===== config.mk =====
export PLATFORM = sky130hd
export DESIGN_NAME = link_enhancement_control
export DESIGN_NICKNAME = d
export VERILOG_FILES = /design/src/lec_pkg.sv /design/src/link_enhancement_control.sv
export SDC_FILE = /design/constraint.sdc
export NUM_CORES = 1
export LEC_CHECK = 0
export BUFFER_PORTS_ARGS = -buffer_cell sky130_fd_sc_hd__buf_2
export CORE_UTILIZATION = 63
export DETAILED_ROUTE_END_ITERATION = 8
export PLACE_DENSITY = 0.83
export SYNTH_ARGS = -nofsm -noshare
export SYNTH_HDL_FRONTEND = slang
export SYNTH_SLANG_ARGS = --single-unit

===== constraint.sdc =====
create_clock -name mclk -period 7.25 [get_ports mclk]
set_input_delay 1.0875 -clock mclk [delete_from_list [all_inputs] [get_ports mclk]]
set_output_delay 1.0875 -clock mclk [all_outputs]
set_load 0.01 [all_outputs]

===== src/lec_pkg.sv =====
/*
  Package for the link enhancement control block: register offset, reset value,
  field positions, threshold codes, stream format codes and the FIFO word carrier.
  Assumes a 32-bit configuration access path with byte enables.
*/
package lec_pkg;

  // Register placement and layout
  localparam logic [7:0]  LEC_CTRL_OFFSET = 8'hF4;
  localparam logic [31:0] LEC_CTRL_RESET  = 32'h0000_1000;
  localparam logic [31:0] LEC_CTRL_WMASK  = 32'h0000_B582;

  localparam int unsigned BIT_PIPE_OFF   = 15;
  localparam int unsigned BIT_THR_LO     = 12;
  localparam int unsigned BIT_MPEG_STAMP = 10;
  localparam int unsigned BIT_DV_STAMP   = 8;
  localparam int unsigned BIT_PRIORITY   = 7;
  localparam int unsigned BIT_ACCEL      = 1;

  // Threshold field codes
  localparam logic [1:0] THR_STORE_FWD = 2'h0;
  localparam logic [1:0] THR_1K7       = 2'h1;
  localparam logic [1:0] THR_1K        = 2'h2;
  localparam logic [1:0] THR_512       = 2'h3;

  // Threshold as a fraction of the FIFO depth, in 32nds (2 KB maps to the full FIFO)
  localparam int unsigned THR_FRAC_DEN  = 32;
  localparam int unsigned THR_FRAC_1K7  = 27;
  localparam int unsigned THR_FRAC_1K   = 16;
  localparam int unsigned THR_FRAC_512  = 8;

  // Isochronous stream format codes
  localparam logic [7:0] CIP_FORMAT_MPEG = 8'h20;
  localparam logic [7:0] CIP_FORMAT_DV   = 8'h00;

  localparam int unsigned TX_FIFO_DEPTH = 16;

  typedef struct packed {
    logic        last;
    logic [31:0] data;
  } lec_word_type;

  typedef enum logic [1:0] {
    TX_IDLE  = 2'b00,
    TX_SEND  = 2'b01,
    TX_FLUSH = 2'b10
  } lec_txstate_type;

endpackage : lec_pkg


===== src/link_enhancement_control.sv =====
/*
  Link enhancement control register with the asynchronous transmit threshold
  engine and its transmit FIFO. Holds lec_fifo and the top module.
  Assumes a configuration access port (address, byte enables, strobes), an
  EEPROM loader strobe, a transmit word stream with an end-of-packet flag and a
  link consumer that signals ready. All inputs are synchronous to mclk.
*/
// Operation
// - Enhancement bits act only while the phy enhancement gate input is high.
// - Bits 31 to 16 read zero and ignore writes.
// - Pipeline-off bit stops out-of-order async transmit pipelining.
// - Threshold field: 00 full packet, 01 default 1.7K, 10 1K, 11 512 bytes.
// - Programmed threshold holds until an underrun; the retry is store-and-forward.
// - Transmit starts at threshold fill or when a whole packet is buffered.
// - FIFO empty mid-packet flags packet error, then store-and-forward retransmit.
// - Store-and-forward sends nothing until the packet end token is buffered.
// - Zero retry count forces store-and-forward regardless of the threshold field.
// - MPEG stamp bit enables stamping for streams with format code 20h.
// - DV stamp bit enables stamping for streams with format code 00h.
// - Priority bit makes the link answer requests with priority arbitration.
// - Bits 11 and 9 read as zero.
// - Register loads from host writes or from an attached serial EEPROM.
// - Acceleration bit tells the PHY the link supports acceleration enhancements.
// - Bits 6, 5 to 2 and 0 read zero and ignore writes.
`timescale 1ns/1ps

module lec_fifo #(
  parameter int unsigned WIDTH = 33,
  parameter int unsigned DEPTH = 16
) (
  input  wire logic                       mclk,
  input  wire logic                       reset,
  input  wire logic                       inValid,
  output logic                            inReady,
  input  wire logic [WIDTH-1:0]           inData,
  output logic                            outValid,
  input  wire logic                       outReady,
  output logic [WIDTH-1:0]                outData,
  output logic [$clog2(DEPTH+1)-1:0]      level
);
  localparam int unsigned AW = $clog2(DEPTH);
  localparam int unsigned LW = $clog2(DEPTH+1);

  generate
    if (DEPTH < 4 || (DEPTH & (DEPTH - 1)) != 0)
    begin : g_bad_depth
      $error("lec_fifo depth must be a power of two of at least 4");
    end
  endgenerate

  logic [WIDTH-1:0] mem [DEPTH];
  logic [AW-1:0]    wrPtr_r, wrPtr_nxt;
  logic [AW-1:0]    rdPtr_r, rdPtr_nxt;
  logic [LW-1:0]    count_r, count_nxt;
  logic             push, pop;
  // Registered so txReady leaves the top straight from a flop
  logic             ready_r, ready_nxt;

  always_comb
  begin
    inReady   = ready_r;
    outValid  = (count_r != '0);
    outData   = mem[rdPtr_r];
    level     = count_r;
    push      = inValid && inReady;
    pop       = outValid && outReady;
    wrPtr_nxt = push ? wrPtr_r + AW'(1) : wrPtr_r;
    rdPtr_nxt = pop ? rdPtr_r + AW'(1) : rdPtr_r;
    count_nxt = count_r + LW'(push) - LW'(pop);
    ready_nxt = (count_nxt != LW'(DEPTH));
  end

  always_ff @(posedge mclk)
  begin
    if (reset)
    begin
      wrPtr_r <= '0;
      rdPtr_r <= '0;
      count_r <= '0;
      ready_r <= 1'b1;
    end
    else
    begin
      wrPtr_r <= wrPtr_nxt;
      rdPtr_r <= rdPtr_nxt;
      count_r <= count_nxt;
      ready_r <= ready_nxt;
    end
  end

  always_ff @(posedge mclk)
  begin
    if (push)
    begin
      mem[wrPtr_r] <= inData;
    end
  end

endmodule : lec_fifo

module link_enhancement_control #(
  parameter int unsigned DEPTH = lec_pkg::TX_FIFO_DEPTH
) (
  input  wire logic                mclk,
  input  wire logic                reset,
  // Configuration access
  input  wire logic [7:0]          cfgAddr,
  input  wire logic                cfgWrite,
  input  wire logic                cfgRead,
  input  wire logic [3:0]          cfgByteEn,
  input  wire logic [31:0]         cfgWrData,
  output logic [31:0]              cfgRdData,
  // Serial EEPROM loader
  input  wire logic                eepromLoad,
  input  wire logic [31:0]         eepromData,
  // Surrounding controller state
  input  wire logic                phyEnhancementGate,
  input  wire logic                retriesZero,
  input  wire logic [7:0]          cipFormatCode,
  // Transmit stream into the FIFO
  input  wire logic                txValid,
  output logic                     txReady,
  input  wire lec_pkg::lec_word_type txWord,
  // Link side
  output logic                     linkValid,
  input  wire logic                linkReady,
  output lec_pkg::lec_word_type    linkWord,
  output logic                     pktError,
  output logic                     storeForward,
  output logic                     txPipelineOff,
  output logic                     stampApply,
  output logic                     priorityArb,
  output logic                     accelSupport
);
  localparam int unsigned LW = $clog2(DEPTH+1);
  localparam int unsigned WW = $bits(lec_pkg::lec_word_type);

  generate
    if (DEPTH < 4)
    begin : g_bad_depth
      $error("link_enhancement_control depth must be at least 4");
    end
  endgenerate

  // Fill level at which cut-through transmit may start
  function automatic logic [LW-1:0] thrWords(input logic [1:0] code);
    unique case (code)
      lec_pkg::THR_1K7: thrWords = LW'(DEPTH * lec_pkg::THR_FRAC_1K7 / lec_pkg::THR_FRAC_DEN);
      lec_pkg::THR_1K:  thrWords = LW'(DEPTH * lec_pkg::THR_FRAC_1K / lec_pkg::THR_FRAC_DEN);
      lec_pkg::THR_512: thrWords = LW'(DEPTH * lec_pkg::THR_FRAC_512 / lec_pkg::THR_FRAC_DEN);
      lec_pkg::THR_STORE_FWD: thrWords = LW'(DEPTH);
    endcase
  endfunction : thrWords

  // Register bank
  logic [31:0] ctrl_r, ctrl_nxt;
  logic [31:0] rd_r, rd_nxt;
  logic [31:0] beMask;

  always_comb
  begin
    beMask   = {{8{cfgByteEn[3]}}, {8{cfgByteEn[2]}}, {8{cfgByteEn[1]}}, {8{cfgByteEn[0]}}};
    ctrl_nxt = ctrl_r;
    if (eepromLoad)
    begin
      ctrl_nxt = eepromData & lec_pkg::LEC_CTRL_WMASK;
    end
    // A host write in the same cycle overrides the loader in the bytes it enables
    if (cfgWrite && cfgAddr == lec_pkg::LEC_CTRL_OFFSET)
    begin
      ctrl_nxt = (ctrl_nxt & ~(beMask & lec_pkg::LEC_CTRL_WMASK))
               | (cfgWrData & beMask & lec_pkg::LEC_CTRL_WMASK);
    end
    rd_nxt = '0;
    if (cfgRead && cfgAddr == lec_pkg::LEC_CTRL_OFFSET)
    begin
      rd_nxt = ctrl_r & lec_pkg::LEC_CTRL_WMASK;
    end
  end

  always_ff @(posedge mclk)
  begin
    if (reset)
    begin
      ctrl_r <= lec_pkg::LEC_CTRL_RESET;
      rd_r   <= '0;
    end
    else
    begin
      ctrl_r <= ctrl_nxt;
      rd_r   <= rd_nxt;
    end
  end

  assign cfgRdData = rd_r;

  // Static enhancement outputs
  logic [1:0] thrCode;
  logic       pipeOff_r, stamp_r, prio_r, accel_r;

  assign thrCode = ctrl_r[lec_pkg::BIT_THR_LO +: 2];

  always_ff @(posedge mclk)
  begin
    if (reset)
    begin
      pipeOff_r <= 1'b0;
      stamp_r   <= 1'b0;
      prio_r    <= 1'b0;
      accel_r   <= 1'b0;
    end
    else
    begin
      pipeOff_r <= phyEnhancementGate && ctrl_r[lec_pkg::BIT_PIPE_OFF];
      stamp_r   <= phyEnhancementGate
                && ((ctrl_r[lec_pkg::BIT_MPEG_STAMP] && cipFormatCode == lec_pkg::CIP_FORMAT_MPEG)
                 || (ctrl_r[lec_pkg::BIT_DV_STAMP] && cipFormatCode == lec_pkg::CIP_FORMAT_DV));
      prio_r    <= phyEnhancementGate && ctrl_r[lec_pkg::BIT_PRIORITY];
      accel_r   <= phyEnhancementGate && ctrl_r[lec_pkg::BIT_ACCEL];
    end
  end

  assign txPipelineOff = pipeOff_r;
  assign stampApply    = stamp_r;
  assign priorityArb   = prio_r;
  assign accelSupport  = accel_r;

  // Transmit FIFO
  logic                  fOutValid, fOutReady;
  lec_pkg::lec_word_type fOut;
  logic [WW-1:0]         fOutBits;
  logic [LW-1:0]         fLevel;
  logic                  pushLast;

  assign fOut     = lec_pkg::lec_word_type'(fOutBits);
  assign pushLast = txValid && txReady && txWord.last;

  lec_fifo #(
    .WIDTH (WW),
    .DEPTH (DEPTH)
  ) u_fifo (
    .mclk     (mclk),
    .reset    (reset),
    .inValid  (txValid),
    .inReady  (txReady),
    .inData   (txWord),
    .outValid (fOutValid),
    .outReady (fOutReady),
    .outData  (fOutBits),
    .level    (fLevel)
  );

  // Threshold engine
  lec_pkg::lec_txstate_type state_r, state_nxt;
  logic [LW-1:0]         eop_r, eop_nxt;
  logic                  retrySf_r, retrySf_nxt;
  logic                  sfEff_r, sfEff_nxt;
  logic                  lv_r, lv_nxt;
  lec_pkg::lec_word_type lw_r, lw_nxt;
  logic                  err_r, err_nxt;
  logic                  slot, popLast;

  always_comb
  begin
    slot        = !lv_r || linkReady;
    fOutReady   = 1'b0;
    state_nxt   = state_r;
    retrySf_nxt = retrySf_r;
    lv_nxt      = lv_r && !linkReady;
    lw_nxt      = lw_r;
    err_nxt     = 1'b0;
    // Gate off means no enhancement, so fall back to whole-packet transmit
    sfEff_nxt   = retrySf_r || retriesZero || !phyEnhancementGate
               || thrCode == lec_pkg::THR_STORE_FWD;
    unique case (state_r)
      lec_pkg::TX_IDLE:
      begin
        if (fOutValid && (eop_r != '0 || (!sfEff_r && fLevel >= thrWords(thrCode))))
        begin
          state_nxt = lec_pkg::TX_SEND;
        end
      end
      lec_pkg::TX_SEND:
      begin
        if (slot && fOutValid)
        begin
          fOutReady = 1'b1;
          lv_nxt    = 1'b1;
          lw_nxt    = fOut;
          if (fOut.last)
          begin
            state_nxt   = lec_pkg::TX_IDLE;
            retrySf_nxt = 1'b0;
          end
        end
        else if (slot)
        begin
          err_nxt     = 1'b1;
          retrySf_nxt = 1'b1;
          state_nxt   = lec_pkg::TX_FLUSH;
        end
      end
      lec_pkg::TX_FLUSH:
      begin
        // Drop the rest of the failed packet; software resends it whole
        fOutReady = fOutValid;
        if (fOutValid && fOut.last)
        begin
          state_nxt = lec_pkg::TX_IDLE;
        end
      end
      default:
      begin
        state_nxt = lec_pkg::TX_IDLE;
      end
    endcase
    popLast = fOutReady && fOutValid && fOut.last;
    eop_nxt = eop_r + LW'(pushLast) - LW'(popLast);
  end

  always_ff @(posedge mclk)
  begin
    if (reset)
    begin
      state_r   <= lec_pkg::TX_IDLE;
      eop_r     <= '0;
      retrySf_r <= 1'b0;
      sfEff_r   <= 1'b1;
      lv_r      <= 1'b0;
      lw_r      <= '0;
      err_r     <= 1'b0;
    end
    else
    begin
      state_r   <= state_nxt;
      eop_r     <= eop_nxt;
      retrySf_r <= retrySf_nxt;
      sfEff_r   <= sfEff_nxt;
      lv_r      <= lv_nxt;
      lw_r      <= lw_nxt;
      err_r     <= err_nxt;
    end
  end

  assign linkValid    = lv_r;
  assign linkWord     = lw_r;
  assign pktError     = err_r;
  assign storeForward = sfEff_r;

endmodule : link_enhancement_control


# [Word level (Yosys, flattened, before mapping)]
# Memories as Yosys holds them, arrays and structs flattened. A register that Yosys moved wholly into a read port is not among the register bits.
# Index checks and enable logic that the tools add are counted.
[totals] regBits=126 ram_bits=528 inputBits=126 out_inout_bits=73 elab_cells=106 mem_count=1
[classes] add_sub_neg=6 order_cmp=1 n_eq_ne=13 muxes=22 bitwise=6 reduce_logical=38
[memory_table] name="u_fifo.mem" depth=16 width=33 rd=1 rd_clocked_by_memory_dff=1 wr=1 line_no="link_enhancement_control.sv:51" source="logic [WIDTH-1:0] mem [DEPTH];"
[ops] op="2-to-1 mux 32 bit" count=2
[ops] op="AND 32 bit" count=1
[ops] op="inverter 16 -> 32 bit" count=1
[ops] op="bitwise OR 32 x 16 -> 32 bit" count=1
[ops] op="one-hot mux 5 bit (4 select lines)" count=1
[ops] op="logical AND 1 bit" count=17
[ops] op="AND 16 bit" count=1
[ops] op="adder 5 x 1 -> 5 bit" count=2
[ops] op="2-to-1 mux 2 bit" count=5
[ops] op="nonzero test 5 bit" count=2
[ops] op="subtractor 5 x 1 -> 5 bit" count=2
[ops] op="2-to-1 mux 1 bit" count=9
[ops] op="adder 4 x 1 -> 4 bit (second input constant)" count=2
[ops] op="== test 8 x 6 -> 1 bit (second input constant)" count=1
[ops] op="== test 8 bit (second input constant)" count=1
[ops] op="logical NOT 8 bit" count=1
[ops] op="2-to-1 mux 4 bit" count=2
[ops] op="== test 2 bit (second input constant)" count=3
[ops] op="logical OR 1 bit" count=6
[ops] op="!= test 2 bit (second input constant)" count=3
[ops] op="!= test 3 bit (second input constant)" count=2
[ops] op="one-hot mux 2 bit (3 select lines)" count=1
[ops] op="greater-or-equal comparator 5 bit" count=1
[ops] op="2-to-1 mux 5 bit" count=1
[ops] op="other kinds (12)" count=18

# [Longest topological paths before layout]
[logic_depth] ltp_word=9 ltp_mapped=15 ltp_nobuf=14

# [Modules after synthesis]
# Synthesis repeated with hierarchy kept, for this count alone.
[hier_totals] cells_unflattened=1238 hier_area_um2=23571.4
[by_module_without_submodules] mod="lec_fifo" n_inst=1 cells_each=913 area_each_um2=20794.9 seq_area_each_um2=16215.6
[by_module_without_submodules] mod="link_enhancement_control" n_inst=1 cells_each=325 area_each_um2=2776.4 seq_area_each_um2=1241.2

# [Worst setup path before layout]
# No wires, ideal clock.
[synth_path] kind="input to register" from="input linkReady" to="register u_fifo.ready_r (netlist: u_fifo.inReady)" setup_ns=0.132 t_arrival_ns=3.351 t_required_ns=7.118 setup_slack_ns=3.768 stages=12 path_buffers=0 path_cell_list="nand2b_1 > a21oi_1 > nor2_1 > ha_1 > inv_1 > ha_1 > fa_1 > a21oi_1 > nor2_1 > or3_1 > a21oi_1 > nand4_1"
[synth_between] elab_chain_len=7
[synth_lines] element="start: declaration" line_no="link_enhancement_control.sv:126" source="input wire logic linkReady,"
[synth_lines] element="logical OR 1 bit" line_no="link_enhancement_control.sv:265" source="slot = !lv_r || linkReady;"
[synth_lines] element="logical AND 1 bit" line_no="link_enhancement_control.sv:285" source="if (slot && fOutValid)"
[synth_lines] element="2-to-1 mux 1 bit" line_no="link_enhancement_control.sv:285"
[synth_lines] element="one-hot mux 1 bit (2 select lines)" line_no="link_enhancement_control.sv:275" source="unique case (state_r)"
[synth_lines] element="logical AND 1 bit" line_no="link_enhancement_control.sv:66" source="pop = outValid && outReady;"
[synth_lines] element="subtractor 5 x 1 -> 5 bit" line_no="link_enhancement_control.sv:69" source="count_nxt = count_r + LW'(push) - LW'(pop);"
[synth_lines] element="!= test 5 bit" line_no="link_enhancement_control.sv:70" source="ready_nxt = (count_nxt != LW'(DEPTH));"
[synth_lines] element="end signal: assignment" line_no="link_enhancement_control.sv:87" source="ready_r <= ready_nxt;"
[synth_lines] element="end: declaration" line_no="link_enhancement_control.sv:57" source="logic ready_r, ready_nxt;"
# Every way passes these cells.
# A chain may end at the register's enable or synchronous reset.

==> results.cfg <==
[timing]
rsz0062_at_grt = no
worstMarginPinSlew_ps = 1128
finClkSkew_ps = 17.24
setup_violations = 0
drv_slew = 0
fin_tns_setup_ps = 0
final.min_clock_period_ps = 4391
slew_headroom = 0.2483
finalWorstSetupSlack_ps = 2859
max_freq_ghz = 0.2277
finalCritPeriodShare = 0.6057
report.final.hold_viol_count = 0

[clock_tree]
cts_resized = 0
cts_tree = done
cts.sinks = 608
post-cts-setup-buffers = 0
clk_latency_ps = 600
h-tree-depth = 2
clock_path_buffers = 3
cts_buffers = 56
postCtsHoldBufs = 0
clock-root-buffer = clkbuf_16
clk_pin_slew_ps = 60

[worst_setup_path]
cpMaxStageDelayCell = dfxtp_2
cp.depth = 12
end_kind = flop
path_delay_family = multiplexers
slowest_delay_ps = 740
start_kind = flop
cp_cell_sequence = buf_4, mux4_2, mux4_2, and2_1, ha_1, inv_1, ha_1, fa_1, a21oi_1, nor2_1, or3_1, a21oi_1
cp_max_fo = 22
cp.arrival_ps = 4910
r2r_cells = 12
crit_required_ps = 7770
crit_buf_inv = 2
crit_path_end = eop_r[4]
r2r_setup_slack_ps = 2860
rr_endpoint = eop_r[4]
criticalPathCategory = reg -> reg

[pwr]
p_leak_uw = 0.008590
internal_power_uw = 6044
switching_share = 0.2462
pwr-share-comb = 0.138
powerDensity_nw_per_um2 = 306.2
seqPwrFrac = 0.512
clkPwrFrac = 0.350
peakVddDrop_uv = 224.3
switchingPower_uw = 1974

[layout]
drive_gt1_frac = 0.3032
layout_common_cells = 528 x edfxtp_1, 165 x mux4_2, 121 x buf_2
fillers = 2070
final_common_cell = edfxtp_1
num-nets-final = 1458
area_growth_pct = 11.99

[route]
remaining_drc_errors = 0
antenna_left = 0
top_layer = met5
drt-pass1-iter-count = 5
finalWirelength_um = 51650
first_iter_violations = 1121
avgViaCountPerCell = 6.430
met1Wirelength_um = 18650
met3_length_um = 3970
wl_met2_um = 27210
vias = 11690
wire_per_inst_um = 28.41

[floorplan]
ios = 199
dieHeight_um = 194.7
die_w_um = 194.7
die_area_um2 = 37900
core_area_um2 = 36610
num_rows = 70
initial_core_util = 0.6388

[global_route]
grt_use_total = 0.2800
grt_max_degree = 73
grt_pass1_wl_um = 75380
overflow = 0
grt_antenna_before_repair = 4
grt_pass1_vias = 12114

[synth]
synthCells = 1157
synth_area_um2 = 23390
synth-seq-cells = 608
synth.distinct_cells = 38
ys_seq_area_frac = 0.7464
syn_area_per_cell_um2 = 20.21
ys_warn_count = 0

[placed_design]
place.port_buffers = 121
hpwl_um = 25370
place_ws_ps = 2794
gp_congestion = 0.7264

[run_status]
status = complete, no violations

[job]
maxCapViolCount = 0

[min_path]
hp-class = reg -> reg
[through the flow]
stage,instance area [um2],std cells,power [uW],hold WS (ps),util
2_1_floorplan,23480,1181,4931,424.0,-
3_3_place_gp,24460,1714,5218,440.7,0.6681
3_5_place_dp,24460,1714,5273,443.9,0.6681
4_1_cts,26190,1817,8066,452.1,0.7153
5_1_grt,26190,1818,8315,469.4,0.7154
6_report,26190,1818,8019,451.1,0.7154
[area by class of cell]
cell class	instances	area [um2]	area share
tap	468	585.6	0.02236
sequential	608	17470	0.6669
antenna	1	2.502	0.00009554
timing repair buffer	143	770.7	0.02943
clock inverter	27	191.4	0.007309
clock buffer	76	1538	0.05871
inverter	21	78.83	0.003010
multi-input combinational	474	5558	0.2122
[synthesized netlist by cell type, drive strengths merged]
cell type | count | area share
edfxtp | 528 | 0.68
mux4 | 165 | 0.16
dfxtp | 80 | 0.068
nand2 | 78 | 0.013
a21oi | 44 | 0.0094
buf | 43 | 0.012
clkbuf | 35 | 0.0056
nor2 | 30 | 0.0048
ha | 26 | 0.014
and2 | 23 | 0.0062
inv | 21 | 0.0034
and3 | 8 | 0.0021
mux2i | 8 | 0.0034
xnor2 | 8 | 0.0030
a211oi | 7 | 0.0022
nor2b | 7 | 0.0019
o21ai | 6 | 0.0013
nand3 | 5 | 0.0011
nor3 | 4 | 0.00086
xor2 | 4 | 0.0015
nand2b | 3 | 0.00080
nand4 | 3 | 0.00080
nor4 | 3 | 0.00080
a21o | 2 | 0.00064
fa | 2 | 0.0017
nor3b | 2 | 0.00064
o31ai | 2 | 0.00064
or3 | 2 | 0.00053
or4b | 2 | 0.00086
a31oi | 1 | 0.00027
and3b | 1 | 0.00037
conb | 1 | 0.00016
nor4b | 1 | 0.00037
o221ai | 1 | 0.00064
or4 | 1 | 0.00032
[worst register-to-register path: cells and delay by family, from the launching register on]
kind / cells / cell delay, ps
adder cells (fa/ha/maj): 3 / 900
flip-flops: 1 / 740
buffers and inverters: 2 / 670
AO/OA/AOI/OAI: 2 / 290
AND/OR/NAND/NOR: 3 / 600
multiplexers: 2 / 1110
[flip-flops by register name (all words and copies together) (netlist names), 2 cells and up, named ones only]
register,count
u_fifo.mem,528
linkWord,33
cfgRdData,7
ctrl_r,7
eop_r,5
u_fifo.level,5
u_fifo.rdPtr_r,4
u_fifo.wrPtr_r,4
state_r,2
[power groups by stage]
stage	registers [uW]	logic [uW]	clock network (uW)
2_1_floorplan	4150	782	0
3_3_place_gp	4160	1060	0
3_5_place_dp	4180	1100	0
4_1_cts	4110	1110	2840
5_1_grt	4130	1210	2980
6_report	4110	1110	2810
[logic make-up after synthesis]
kind of cell | count (synthesis) | share of synthesized area
flip-flops | 608 | 0.7464
AO/OA/AOI/OAI | 63 | 0.01514
XOR/XNOR | 12 | 0.004494
other | 1 | 0.0001603
multiplexers | 173 | 0.1623
AND/OR/NAND/NOR | 173 | 0.03494
adder cells (fa/ha/maj) | 28 | 0.01562
buffers and inverters | 99 | 0.02092
[worst min-delay path by stage]
stage | startpoint | endpoint | cells past startpoint | slack [ps]
2_1_floorplan | retrySf_r | storeForward | 2 | 420
3_3_place_gp | linkWord[23] | linkWord[23] | 2 | 440
3_5_place_dp | linkWord[31] | linkWord[31] | 2 | 440
4_1_cts | linkWord[31] | linkWord[31] | 2 | 450
5_1_grt | linkWord[6] | linkWord[6] | 2 | 470
6_report | linkWord[31] | linkWord[31] | 2 | 450
[routing by layer]
metal	vias up	track usage
met5	-	0
met4	6	0.1235
met3	133	0.04789
met2	689	0.4844
met1	5973	0.3514
li1	4889	-
Power figures use the tool's default switching activity.
